## config.mk

```make
export PLATFORM = sky130hd
export DESIGN_NAME = usart_status_and_control
export DESIGN_NICKNAME = d
export VERILOG_FILES = /design/src/usart_status_and_control_pkg.sv /design/src/usart_status_and_control.sv
export SDC_FILE = /design/constraint.sdc
export NUM_CORES = 1
export LEC_CHECK = 0
export BUFFER_PORTS_ARGS = -buffer_cell sky130_fd_sc_hd__buf_4
export CORE_MARGIN = 4
export CORE_UTILIZATION = 40
export DETAILED_ROUTE_END_ITERATION = 12
export GPL_TIMING_DRIVEN = 1
export PLACE_DENSITY = 0.77
export SYNTH_ARGS = -nofsm -noshare
export SYNTH_HDL_FRONTEND = slang
export SYNTH_SLANG_ARGS = --single-unit
```

## constraint.sdc

```tcl
create_clock -name ref_clk_i -period 1.9 [get_ports ref_clk_i]
set_input_delay 0.38 -clock ref_clk_i [delete_from_list [all_inputs] [get_ports ref_clk_i]]
set_output_delay 0.38 -clock ref_clk_i [all_outputs]
set_load 0.005 [all_outputs]
```

## src/usart_status_and_control_pkg.sv

```systemverilog
// Register map, field positions and state types of the serial status and control block
package usart_status_and_control_pkg;

   // Register indexes; the byte address is four times the index
   localparam logic [7:0] LINE_STATUS_FLAGS_IDX = 8'h04;
   localparam logic [7:0] INTERRUPT_AND_LINE_CONTROL_IDX = 8'h05;
   localparam logic [7:0] RECEIVER_TRANSMITTER_CONTROL_IDX = 8'h06;
   localparam logic [7:0] FRAME_FORMAT_CONTROL_IDX = 8'h07;
   localparam int ADDR_LSB = 2;
   localparam int IDX_WIDTH = 8;

   // Reset values
   localparam logic [7:0] LINE_STATUS_FLAGS_RST = 8'h00;
   localparam logic [7:0] INTERRUPT_AND_LINE_CONTROL_RST = 8'h00;
   localparam logic [7:0] RECEIVER_TRANSMITTER_CONTROL_RST = 8'h00;
   localparam logic [7:0] FRAME_FORMAT_CONTROL_RST = 8'h03;

   // Status bit positions
   localparam int RX_COMPLETE_FLAG_BIT = 7;
   localparam int TX_COMPLETE_FLAG_BIT = 6;
   localparam int TX_EMPTY_FLAG_BIT = 5;
   localparam int RX_START_FLAG_BIT = 4;
   localparam int SYNC_FIELD_ERROR_FLAG_BIT = 3;
   localparam int BREAK_SEEN_FLAG_BIT = 1;
   localparam int WAIT_BREAK_ENABLE_BIT = 0;

   // Interrupt and line control bit positions
   localparam int RX_COMPLETE_IRQ_EN_BIT = 7;
   localparam int TX_COMPLETE_IRQ_EN_BIT = 6;
   localparam int TX_EMPTY_IRQ_EN_BIT = 5;
   localparam int RX_START_IRQ_EN_BIT = 4;
   localparam int LOOPBACK_ENABLE_BIT = 3;
   localparam int AUTOBAUD_ERROR_IRQ_EN_BIT = 2;
   localparam int LINE_DRIVER_MODE_HI = 1;
   localparam int LINE_DRIVER_MODE_LO = 0;
   localparam int DIRECTION_CTRL_BIT = 0;
   localparam int PIN_TURN_CTRL_BIT = 1;

   // Receiver and transmitter control bit positions
   localparam int RECEIVER_ON_BIT = 7;
   localparam int TRANSMITTER_ON_BIT = 6;
   localparam int FRAME_START_DETECT_EN_BIT = 4;
   localparam int OPEN_DRAIN_ENABLE_BIT = 3;
   localparam int RECEIVER_SPEED_MODE_HI = 2;
   localparam int RECEIVER_SPEED_MODE_LO = 1;
   localparam int MULTIDROP_MODE_EN_BIT = 0;
   localparam logic [7:0] RECEIVER_TRANSMITTER_CONTROL_MASK = 8'hdf;

   // Frame format control bit positions
   localparam int COMM_MODE_SELECT_HI = 7;
   localparam int COMM_MODE_SELECT_LO = 6;

   localparam logic [7:0] LIN_SYNC_CHAR = 8'h55;

   typedef enum logic [1:0] {
      NORMAL_SPEED = 2'h0,
      DOUBLE_SPEED = 2'h1,
      GENERIC_AUTOBAUD = 2'h2,
      LIN_AUTOBAUD = 2'h3
   } receiver_speed_mode_type;

   typedef enum logic [1:0] {
      ASYNC_MODE = 2'h0,
      SYNC_MODE = 2'h1,
      INFRARED_MODE = 2'h2,
      HOST_SPI_MODE = 2'h3
   } comm_mode_select_type;

   typedef enum logic [1:0] {
      TX_IDLE = 2'b00,
      TX_LEAD = 2'b01,
      TX_ACTIVE = 2'b10
   } tx_phase_type;

   // Flags that hardware sets and software clears by writing one
   typedef struct packed {
      logic tx_complete_flag;
      logic rx_start_flag;
      logic sync_field_error_flag;
      logic break_seen_flag;
   } sticky_flags_type;

   // Events reported by the auto-baud detector
   typedef struct packed {
      logic sync_length_bad;
      logic sync_char_valid;
      logic [7:0] sync_char;
      logic break_sync_ok;
   } autobaud_events_type;

   typedef struct packed {
      sticky_flags_type flags;
      logic wait_break_enable;
      logic [7:0] line_ctrl;
      logic [7:0] rxtx_ctrl;
      logic [7:0] format_ctrl;
      logic wr_pending;
      logic [IDX_WIDTH-1:0] wr_idx;
      logic [31:0] rdata;
      tx_phase_type tx_phase;
      logic [2:0] rxd_sync;
      logic rxd_filt;
      logic rx_line;
   } state_type;

endpackage

```

## src/usart_status_and_control.sv

```systemverilog
// Status flags, control registers and line steering of a serial transceiver
//
// The implementer's own choice: the AHB-Lite register port.
`timescale 1ns/1ps

// Overview of operation
// - Receive-complete flag follows unread receive data
// - Transmit-complete set when idle; one clears
// - Data-empty flag follows empty transmit registers
// - Receive-start flag on start bit in standby
// - Auto-baud sync length error sets error flag
// - LIN auto-baud: sync not 0x55 flags error
// - Break flag set on break; data or one clears
// - Status bit zero is write-only wait-for-break
// - Four interrupt requests gated by their enables
// - Auto-baud error interrupt gated by its enable
// - Loop-back feeds the shifter's transmit bit to receiver
// - Direction output leads transmission by one cycle
// - Transmit pin output one cycle before start
// - Receiver enable bit
// - Transmitter enable bit
// - Start-of-frame detection enable bit
// - Open-drain line enable bit
// - Receiver mode field decode
// - Multiprocessor mode enable bit
// - Communication mode field decode
module usart_status_and_control
   import usart_status_and_control_pkg::*;
(
   input wire logic ref_clk_i, // 100 MHz clock
   input wire logic rst_n_i, // Synchronous reset, active low
   input wire logic hsel_i, // AHB select
   input wire logic [31:0] haddr_i, // AHB address
   input wire logic [1:0] htrans_i, // AHB transfer type
   input wire logic hwrite_i, // AHB write
   input wire logic [2:0] hsize_i, // AHB size
   input wire logic [31:0] hwdata_i, // AHB write data
   input wire logic hready_i, // AHB bus ready
   output logic [31:0] hrdata_o, // AHB read data
   output logic hreadyout_o, // AHB slave ready
   output logic hresp_o, // AHB response
   input wire logic rx_buffer_unread_i, // Receive buffer holds unread data
   input wire logic tx_buffer_empty_i, // Transmit data registers empty
   input wire logic tx_start_i, // Shifter has a frame to start
   input wire logic tx_done_i, // Frame has left the shift register
   input wire logic txd_bit_i, // Serial bit from the shifter
   input wire logic standby_i, // Chip is in standby sleep
   input wire logic start_bit_i, // Valid start bit seen
   input wire logic rx_data_received_i, // New data received
   input wire autobaud_events_type autobaud_i, // Auto-baud detector events
   input wire logic rxd_pin_i, // Receive pin, asynchronous
   output logic rx_line_o, // Bit stream into the receiver
   output logic tx_go_o, // Start the shifter
   output logic txd_o, // Transmit pin output
   output logic txd_oe_o, // Transmit pin output enable
   output logic direction_out_o, // Line driver direction
   output logic rx_complete_irq_o, // Receive complete request
   output logic tx_complete_irq_o, // Transmit complete request
   output logic tx_empty_irq_o, // Data register empty request
   output logic rx_start_irq_o, // Receive start request
   output logic autobaud_error_irq_o, // Auto-baud error request
   output logic receiver_on_o, // Receiver enabled
   output logic transmitter_on_o, // Transmitter enabled
   output logic frame_start_detect_en_o, // Start-of-frame detection enabled
   output logic open_drain_enable_o, // Open-drain line
   output logic multidrop_mode_en_o, // Multiprocessor mode
   output logic wait_break_enable_o, // Wait for break
   output logic loopback_enable_o, // Loop-back active
   output logic double_speed_o, // Double-speed receiver
   output logic generic_autobaud_o, // Generic auto-baud
   output logic lin_autobaud_o, // LIN auto-baud
   output logic async_mode_o, // Asynchronous mode
   output logic sync_mode_o, // Synchronous mode
   output logic infrared_mode_o, // Infrared mode
   output logic host_spi_mode_o // Host SPI mode
);

   state_type s;
   state_type next_s;

   logic addr_take;
   logic [IDX_WIDTH-1:0] addr_idx;
   logic wr_status;
   logic [7:0] wdata;
   logic [7:0] status_view;
   receiver_speed_mode_type rx_mode;
   comm_mode_select_type comm_mode;
   logic autobaud_on;
   logic lin_auto;
   logic host_spi;
   logic tx_running;

   assign addr_take = hsel_i && htrans_i[1] && hready_i;
   assign addr_idx = haddr_i[ADDR_LSB +: IDX_WIDTH];
   assign wdata = hwdata_i[7:0];
   assign wr_status = s.wr_pending && (s.wr_idx == LINE_STATUS_FLAGS_IDX);

   assign rx_mode = receiver_speed_mode_type'(
      s.rxtx_ctrl[RECEIVER_SPEED_MODE_HI:RECEIVER_SPEED_MODE_LO]);
   assign comm_mode = comm_mode_select_type'(
      s.format_ctrl[COMM_MODE_SELECT_HI:COMM_MODE_SELECT_LO]);
   assign autobaud_on = (rx_mode == GENERIC_AUTOBAUD) || (rx_mode == LIN_AUTOBAUD);
   assign lin_auto = (rx_mode == LIN_AUTOBAUD);
   assign host_spi = (comm_mode == HOST_SPI_MODE);
   assign tx_running = (s.tx_phase != TX_IDLE);

   always_comb begin
      next_s = s;

      // Writes land one cycle after the address phase
      if (addr_take) begin
         next_s.wr_pending = hwrite_i;
         next_s.wr_idx = addr_idx;
      end else begin
         next_s.wr_pending = 1'b0;
      end

      if (s.wr_pending) begin
         if (s.wr_idx == INTERRUPT_AND_LINE_CONTROL_IDX) begin
            next_s.line_ctrl = wdata;
         end else if (s.wr_idx == RECEIVER_TRANSMITTER_CONTROL_IDX) begin
            next_s.rxtx_ctrl = wdata & RECEIVER_TRANSMITTER_CONTROL_MASK;
         end else if (s.wr_idx == FRAME_FORMAT_CONTROL_IDX) begin
            next_s.format_ctrl = wdata;
         end else if (s.wr_idx == LINE_STATUS_FLAGS_IDX) begin
            next_s.wait_break_enable = wdata[WAIT_BREAK_ENABLE_BIT];
         end
      end

      // Clear by writing one; a new event in the same cycle wins
      next_s.flags.tx_complete_flag = (tx_done_i && tx_buffer_empty_i)
         || (s.flags.tx_complete_flag
         && !(wr_status && wdata[TX_COMPLETE_FLAG_BIT]));
      next_s.flags.rx_start_flag = (s.rxtx_ctrl[FRAME_START_DETECT_EN_BIT]
         && standby_i && start_bit_i && !host_spi)
         || (s.flags.rx_start_flag
         && !(wr_status && wdata[RX_START_FLAG_BIT]));
      next_s.flags.sync_field_error_flag = (autobaud_on && autobaud_i.sync_length_bad)
         || (lin_auto && autobaud_i.sync_char_valid
         && (autobaud_i.sync_char != LIN_SYNC_CHAR))
         || (s.flags.sync_field_error_flag
         && !(wr_status && wdata[SYNC_FIELD_ERROR_FLAG_BIT]));
      // Break flag also drops on the next received data
      next_s.flags.break_seen_flag = (autobaud_on && autobaud_i.break_sync_ok)
         || (s.flags.break_seen_flag && !rx_data_received_i
         && !(wr_status && wdata[BREAK_SEEN_FLAG_BIT]));

      // Line direction leads the shifter by one clock
      case (s.tx_phase)
         TX_IDLE: begin
            if (tx_start_i && s.rxtx_ctrl[TRANSMITTER_ON_BIT]) begin
               next_s.tx_phase = TX_LEAD;
            end
         end
         TX_LEAD: begin
            next_s.tx_phase = TX_ACTIVE;
         end
         TX_ACTIVE: begin
            if (tx_done_i) begin
               next_s.tx_phase = TX_IDLE;
            end
         end
         default: begin
            next_s.tx_phase = TX_IDLE;
         end
      endcase

      // First stage feeds only the second; change taken once stages two and three agree
      next_s.rxd_sync = {s.rxd_sync[1:0], rxd_pin_i};
      if (s.rxd_sync[1] == s.rxd_sync[2]) begin
         next_s.rxd_filt = s.rxd_sync[2];
      end
      next_s.rx_line = s.line_ctrl[LOOPBACK_ENABLE_BIT] ? txd_bit_i : s.rxd_filt;

      // Status view in this process, so rdata forms no loop through next_s
      status_view = 8'h00;
      status_view[RX_COMPLETE_FLAG_BIT] = rx_buffer_unread_i;
      status_view[TX_COMPLETE_FLAG_BIT] = next_s.flags.tx_complete_flag;
      status_view[TX_EMPTY_FLAG_BIT] = tx_buffer_empty_i;
      status_view[RX_START_FLAG_BIT] = next_s.flags.rx_start_flag;
      status_view[SYNC_FIELD_ERROR_FLAG_BIT] = next_s.flags.sync_field_error_flag;
      status_view[BREAK_SEEN_FLAG_BIT] = next_s.flags.break_seen_flag;

      // Read data come from the values after any write landing now
      next_s.rdata = 32'h0000_0000;
      if (addr_take && !hwrite_i) begin
         if (addr_idx == LINE_STATUS_FLAGS_IDX) begin
            next_s.rdata[7:0] = status_view;
         end else if (addr_idx == INTERRUPT_AND_LINE_CONTROL_IDX) begin
            next_s.rdata[7:0] = next_s.line_ctrl;
         end else if (addr_idx == RECEIVER_TRANSMITTER_CONTROL_IDX) begin
            next_s.rdata[7:0] = next_s.rxtx_ctrl;
         end else if (addr_idx == FRAME_FORMAT_CONTROL_IDX) begin
            next_s.rdata[7:0] = next_s.format_ctrl;
         end
      end

      if (!rst_n_i) begin
         next_s.flags = '0;
         next_s.wait_break_enable = LINE_STATUS_FLAGS_RST[WAIT_BREAK_ENABLE_BIT];
         next_s.line_ctrl = INTERRUPT_AND_LINE_CONTROL_RST;
         next_s.rxtx_ctrl = RECEIVER_TRANSMITTER_CONTROL_RST;
         next_s.format_ctrl = FRAME_FORMAT_CONTROL_RST;
         next_s.wr_pending = 1'b0;
         next_s.wr_idx = '0;
         next_s.rdata = 32'h0000_0000;
         next_s.tx_phase = TX_IDLE;
         next_s.rxd_sync = 3'h7;
         next_s.rxd_filt = 1'b1;
         next_s.rx_line = 1'b1;
      end
   end

   // Write-only and reserved status bits read as zero
   always_ff @(posedge ref_clk_i) begin
      s <= next_s;
   end

   // Zero-wait slave, always OKAY
   assign hrdata_o = s.rdata;
   assign hreadyout_o = 1'b1;
   assign hresp_o = 1'b0;

   assign rx_line_o = s.rx_line;
   assign tx_go_o = (s.tx_phase == TX_LEAD);
   assign direction_out_o = s.line_ctrl[DIRECTION_CTRL_BIT] && tx_running;

   // Open drain only ever pulls the line low
   always_comb begin
      logic drive;
      drive = s.line_ctrl[PIN_TURN_CTRL_BIT] ? tx_running
         : s.rxtx_ctrl[TRANSMITTER_ON_BIT];
      if (s.rxtx_ctrl[OPEN_DRAIN_ENABLE_BIT]) begin
         txd_o = 1'b0;
         txd_oe_o = drive && !txd_bit_i;
      end else begin
         txd_o = txd_bit_i;
         txd_oe_o = drive;
      end
   end

   assign rx_complete_irq_o = s.line_ctrl[RX_COMPLETE_IRQ_EN_BIT]
      && rx_buffer_unread_i;
   assign tx_complete_irq_o = s.line_ctrl[TX_COMPLETE_IRQ_EN_BIT]
      && s.flags.tx_complete_flag;
   assign tx_empty_irq_o = s.line_ctrl[TX_EMPTY_IRQ_EN_BIT] && tx_buffer_empty_i;
   assign rx_start_irq_o = s.line_ctrl[RX_START_IRQ_EN_BIT]
      && s.flags.rx_start_flag;
   assign autobaud_error_irq_o = s.line_ctrl[AUTOBAUD_ERROR_IRQ_EN_BIT]
      && s.flags.sync_field_error_flag;

   assign receiver_on_o = s.rxtx_ctrl[RECEIVER_ON_BIT];
   assign transmitter_on_o = s.rxtx_ctrl[TRANSMITTER_ON_BIT];
   assign frame_start_detect_en_o = s.rxtx_ctrl[FRAME_START_DETECT_EN_BIT];
   assign open_drain_enable_o = s.rxtx_ctrl[OPEN_DRAIN_ENABLE_BIT];
   assign multidrop_mode_en_o = s.rxtx_ctrl[MULTIDROP_MODE_EN_BIT];
   assign wait_break_enable_o = s.wait_break_enable;
   assign loopback_enable_o = s.line_ctrl[LOOPBACK_ENABLE_BIT];

   // Not forced to normal speed in async or infrared; software keeps it there
   assign double_speed_o = (rx_mode == DOUBLE_SPEED);
   assign generic_autobaud_o = (rx_mode == GENERIC_AUTOBAUD);
   assign lin_autobaud_o = lin_auto;
   assign async_mode_o = (comm_mode == ASYNC_MODE);
   assign sync_mode_o = (comm_mode == SYNC_MODE);
   assign infrared_mode_o = (comm_mode == INFRARED_MODE);
   assign host_spi_mode_o = host_spi;

endmodule

```

# == Word-level counts from Yosys, hierarchy flattened ==
# Cells that the tools add are included.
# classes
eq_ne,20
mux,17
n_bitwise,5
reduce_logical,51
# op_table
op,n
== test 8 x 3 -> 1 bit (second input constant),8
2-to-1 mux 8 bit,8
logical AND 1 bit,29
2-to-1 mux 24 bit,1
2-to-1 mux 16 bit,1
== test 2 bit (second input constant),5
zero test 1 bit,8
inequality test 8 x 7 -> 1 bit (second input constant),1
== test 2 x 1 -> 1 bit (second input constant),3
logical OR 1 bit,6
case mux 2 bit (3 select lines),1
AND reduction 2 bit,3
NOT 1 bit,5
AND reduction 5 bit,1
zero test 2 bit,2
2-to-1 mux 1 bit,4
2-to-1 mux 2 bit,2
inequality test 2 bit (second input constant),2
OR reduction 3 bit,1
nonzero test 2 bit,1
== test 1 bit,1
# totals
reg_bits,77
out_inout_bits,58
word_cells,110

# == Longest topological paths before layout ==
# depth
ltp_word,9
mapped_depth,8
depth_no_buf,5

# == Worst setup path after synthesis ==
# Ideal clock, no wire load.
# synth_timing
path_type,flip-flop to flip-flop
start,register s[42] (netlist bit)
end,"register s, in the netlist hrdata_o[3]"
setup_time_ps,117
arrival_time_ps,1958
required_ps,1783
slack_ps,-176
stages_incl_launch_ff,8
path_buffers,2
path_cell_list,dfxtp_1 -> or4b_4 -> or3_1 -> buf_6 -> buf_8 -> nor3b_2 -> o32ai_1 -> a32o_1
# synth_via
elab_chain_cells,9
# synth_rtl
item,line_no,source
start: declaration,usart_status_and_control.sv:78,state_type s;
start signal: assignment,usart_status_and_control.sv:216,s <= next_s;
== test 8 x 3 -> 1 bit,usart_status_and_control.sv:123,end else if (s.wr_idx == FRAME_FORMAT_CONTROL_IDX) begin
2-to-1 mux 8 bit,usart_status_and_control.sv:123,
2-to-1 mux 8 bit,usart_status_and_control.sv:121,end else if (s.wr_idx == RECEIVER_TRANSMITTER_CONTROL_IDX) begin
2-to-1 mux 16 bit,usart_status_and_control.sv:119,if (s.wr_idx == INTERRUPT_AND_LINE_CONTROL_IDX) begin
2-to-1 mux 24 bit,usart_status_and_control.sv:118,if (s.wr_pending) begin
2-to-1 mux 8 bit,usart_status_and_control.sv:193,end else if (addr_idx == FRAME_FORMAT_CONTROL_IDX) begin
2-to-1 mux 8 bit,usart_status_and_control.sv:191,end else if (addr_idx == RECEIVER_TRANSMITTER_CONTROL_IDX) begin
2-to-1 mux 8 bit,usart_status_and_control.sv:189,end else if (addr_idx == INTERRUPT_AND_LINE_CONTROL_IDX) begin
2-to-1 mux 8 bit *,usart_status_and_control.sv:187,if (addr_idx == LINE_STATUS_FLAGS_IDX) begin
# Mark *: on every way between the ends. The rest lies on a longest branch, timed or not.
# A chain may end at the register's enable or synchronous reset.

# == Worst setup path after layout ==
# layout_timing
start,register s[44] (netlist bit)
end,"register s, in the netlist hrdata_o[7]"
# layout_via
elab_chain_cells,9
# layout_rtl
item,line_no
== test 8 x 3 -> 1 bit,usart_status_and_control.sv:123
2-to-1 mux 8 bit,usart_status_and_control.sv:123
2-to-1 mux 8 bit,usart_status_and_control.sv:121
2-to-1 mux 16 bit,usart_status_and_control.sv:119
2-to-1 mux 24 bit *,usart_status_and_control.sv:118
2-to-1 mux 8 bit,usart_status_and_control.sv:193
2-to-1 mux 8 bit,usart_status_and_control.sv:191
2-to-1 mux 8 bit *,usart_status_and_control.sv:189
2-to-1 mux 8 bit *,usart_status_and_control.sv:187
# Marked as above.

==> flow_results.org <==
** Hold path
- The worst hold path belongs to the class in -> reg.
- Counting instances, the worst hold path has a depth of 2.
- The startpoint identified for the worst hold timing path is rxd_pin_i.
- Endpoint of the worst hold path :: s[2]

** Drt
- In this run the remaining antenna-violating nets after routing total 0.
- Wires add up to approximately 7000 microns.
- Drt wl/cell :: 14.9 microns
- Length of the first detailed-routing pass in iterations :: 4
- The detailed router finished its first iteration with about 120 violations.
- After detailed routing, the number of remaining DRC violations is 0.
- The detailed router placed 2337 vias in this run.
- Vias/cell :: about 5

** Synth
- Number of synthesized register bits :: 53
- Synthesis Warnings :: 0
- The mapped netlist covers between 2000 and 3000 sq um.
- Sequential cells were found to cover 39.9% of the synthesized design area.
- The most used flip-flop cell after synthesis is sky130_fd_sc_hd__dfxtp_1.
- Yosys mapped the design onto between 50 and 60 distinct sky130hd cell types.
- The biggest area contributor in the post-synthesis netlist is sky130_fd_sc_hd__dfxtp_1.
- Dividing the synthesized area by the synthesized cell count gives 9.05 sq um.
- Gate count after technology mapping :: 294
- Summed over its instances, the top area cell type makes up 39.9% of the synthesized netlist area.
- In the synthesized netlist the async set-or-reset flop fraction comes to 0%.
- Number of synthesized flops with an enable pin :: 0
- By area the synthesized netlist is led by sky130_fd_sc_hd__dfxtp_1 (40%), sky130_fd_sc_hd__buf_4 (9.6%), sky130_fd_sc_hd__mux2i_1 (6.4%).

** Die
- The floorplan has 29 rows.
- Initial cell density of the core :: 41.7%
- Die Span Y :: 89.6 microns
- Total I/O pin count :: 152
- The floorplan step defined a die boundary enclosing 8020 sq um.
- Core outline area :: around 6400 sq um
- The floorplan step set the die width to about 90 microns.

** Global route
- Pin count of the biggest net entering global routing :: 46
- The first global-routing pass estimated approximately 10000 microns of wire.
- GRT Total Usage :: 16.2%
- Antenna violations before repair :: 0
- Overflow after GRT :: 0
- The via count of the first global-routing pass is 2140.

** CTS
- TritonCTS built the clock tree.
- In this run, CTS created clock tree buffers numbering 5.
- Clock Sinks :: 53
- The number of hold buffers added after CTS was 0.
- Worst-case clock buffer depth :: 2
- Root buffer selected by CTS :: sky130_fd_sc_hd__clkbuf_8
- At the later pin of the worst-skew pair, clock insertion delay measures 310 ps.
- Clk pin slew, worst setup/hold paths :: approximately 100 ps
- Number of levels the H-tree was split into :: 2

** Setup path
- Cells on worst reg2reg path :: 7
- The number of buffers and inverters on the critical path is 2.
- Broken down by cell family, the worst path's largest delay share belongs to simple AND/OR/NAND/NOR gates.
- Setup CP Type :: reg -> reg
- Slowest CP cell :: sky130_fd_sc_hd__or4b_4
- Minimum setup slack among reg-to-reg paths :: -140 ps
- Largest incremental delay on the critical path :: 530 ps
- STA classifies the critical path startpoint as a register.
- Required time at the worst-slack endpoint :: 2150 ps
- Worst reg2reg startpoint :: s[44]
- Worst endpoint data arrival time :: 2290 ps
- Endpoint of the most critical register-to-register path :: hrdata_o[7]
- Critical Path Sink Type :: register
- The critical path goes through or4b_4 > buf_4 > buf_6 > nor3_1 > a211oi_2 > o22ai_1 > a32o_2.
- Along the worst path, the maximum fanout reaches 4.

** Placement
- The count of buffers added on input and output ports is 73.
- Routability-driven placement finished with a final weighted congestion of about 0.9.
- Summed over all nets, the half-perimeter wirelength after detailed placement is 5040 microns.
- Timing analysis after detailed placement gives a worst setup slack of -177 ps.

** Timing
- On the final layout, the worst clock skew is between 9 and 10 ps.
- Count of endpoints failing setup in the final report :: 12
- Crit share post-route :: 107%
- FMAX :: 490 MHz
- The total count of hold-check failures in the final report was 0.
- At the pin with the least slew margin, the transition time is about 840 ps.
- Fin crit period :: 2040 ps
- Post-layout worst setup margin :: -139 ps
- Setup total negative slack on the finished layout was measured at -946 ps.
- Final Max Slew Viols :: 0
- The worst pin sits at a relative slew slack of between 40% and 50%.
- Unrepaired setup endpoints after global routing :: yes

** Run status
- Failing checks :: setup timing
- Run status :: finished with violations

** Layout
- In the final design database the tool counted 485 nets.
- Leaving out fill and tap cells, the most frequent cells in the layout are sky130_fd_sc_hd__buf_4 (110), sky130_fd_sc_hd__dfxtp_1 (52), sky130_fd_sc_hd__nand2_1 (32).
- Most common cell after layout, fill and taps aside :: sky130_fd_sc_hd__buf_4
- Ratio of cells with drive above 1 in the final layout :: 38.8%
- ANT cells :: 0
- Area delta synth->final :: 37.4%
- For this run, the share of the core covered by cells in the final layout is approximately 57%.

** Power
- The analysis attributes to cell leakage a power of ~1.6 nW.
- Peak VDD IR :: roughly 0.53 mV
- Power Dens Cells :: 607 nW/um^2
- Design Power :: roughly 2.2 mW

** Run
- Max_cap viols :: 0
==> routing by layer <==
layer,vias up,wire (microns),track usage (%)
met2,77,3360,26.7
met5,-,0,0
met1,1104,3010,21.6
li1,1148,-,-
met3,8,555,3.23
met4,0,58,4.06
==> power by group <==
group / total [mW] / switching (mW) / internal [mW]
Clock: 0.904 / 0.381 / 0.523
Combinational: 0.190 / 0.0899 / 0.0997
Sequential: 1.12 / 0.00483 / 1.12
==> timing repair <==
action / CTS / global route
endpoints found under the setup margin: 14 / 17
cloned: 0 / 1
gates resized for setup: 7 / 22
pin swaps: 2 / 7
setup buffers: 2 / 2
==> synth_stat cells (2+ instances only) <==
| library cell | n |
|---|---|
| sky130_fd_sc_hd__nand4b_1 | 2 |
| sky130_fd_sc_hd__nand3_1 | 7 |
| sky130_fd_sc_hd__a21boi_0 | 11 |
| sky130_fd_sc_hd__conb_1 | 2 |
| sky130_fd_sc_hd__and3_1 | 3 |
| sky130_fd_sc_hd__nor4bb_1 | 2 |
| sky130_fd_sc_hd__buf_4 | 34 |
| sky130_fd_sc_hd__mux2_2 | 4 |
| sky130_fd_sc_hd__a21oi_1 | 8 |
| sky130_fd_sc_hd__nand2b_1 | 6 |
| sky130_fd_sc_hd__o32a_1 | 2 |
| sky130_fd_sc_hd__nor3b_1 | 7 |
| sky130_fd_sc_hd__o32ai_1 | 2 |
| sky130_fd_sc_hd__nor2b_1 | 24 |
| sky130_fd_sc_hd__or3_1 | 2 |
| sky130_fd_sc_hd__mux2i_1 | 17 |
| sky130_fd_sc_hd__nand2_1 | 32 |
| sky130_fd_sc_hd__nor2_1 | 11 |
| sky130_fd_sc_hd__o21ai_0 | 3 |
| sky130_fd_sc_hd__a32o_1 | 3 |
| sky130_fd_sc_hd__dfxtp_1 | 53 |
| sky130_fd_sc_hd__o221a_2 | 2 |
| sky130_fd_sc_hd__inv_1 | 2 |
| sky130_fd_sc_hd__clkbuf_1 | 11 |
| sky130_fd_sc_hd__nor4_1 | 2 |
| sky130_fd_sc_hd__nand4_1 | 3 |
| sky130_fd_sc_hd__and2_1 | 12 |
| sky130_fd_sc_hd__o22ai_1 | 4 |
==> sequential cells by signal (all words and copies together) (netlist names) <==
register / cells
rx_mode: 2
comm_mode: 2
frame_start_detect_en_o: 1
transmitter_on_o: 1
open_drain_enable_o: 1
receiver_on_o: 1
loopback_enable_o: 1
rx_line_o: 1
wait_break_enable_o: 1
multidrop_mode_en_o: 1
s: 33
hrdata_o: 8
==> worst max-delay path by stage <==
| stage | startpoint | to | slack [ps] | cells after the start |
|---|---|---|---|---|
| after floorplan | s[44] | hrdata_o[3] | -110 | 7 |
| after global placement | s[44] | hrdata_o[0] | -140 | 6 |
| after detailed placement | s[44] | hrdata_o[2] | -180 | 6 |
| after CTS | s[44] | hrdata_o[2] | -140 | 6 |
| after global routing | s[44] | hrdata_o[5] | -180 | 6 |
| final | s[44] | hrdata_o[7] | -140 | 7 |
==> final cells by class <==
| cell class | instances | area (sq um) |
|---|---|---|
| clock buffers | 5 | 68.8 |
| fillers | 577 | 2730 |
| flip-flops and latches | 53 | 1060 |
| multi-input cells | 215 | 1460 |
| clock inverters | 3 | 65.1 |
| inverters | 2 | 7.51 |
| repair buffers | 114 | 893 |
| well taps | 77 | 96.3 |
==> through the flow <==
stage / instance area, sq um / cells / hold WS (ps)
3_5_place_dp: 3340 / 456 / 396
4_1_cts: 3520 / 466 / 249
3_3_place_gp: 3340 / 456 / 391
6_report: 3660 / 469 / 250
2_1_floorplan: 2750 / 318 / 386
5_1_grt: 3660 / 469 / 252
==> cells by family after synthesis <==
family | after synthesis | share of synthesized area [%]
compound gates | 44 | 12.2
buf+inv | 50 | 12.6
simple gates | 124 | 27.0
other cells | 2 | 0.282
mux | 21 | 8.09
flops | 53 | 39.9
(Power assumes the default switching activity.)
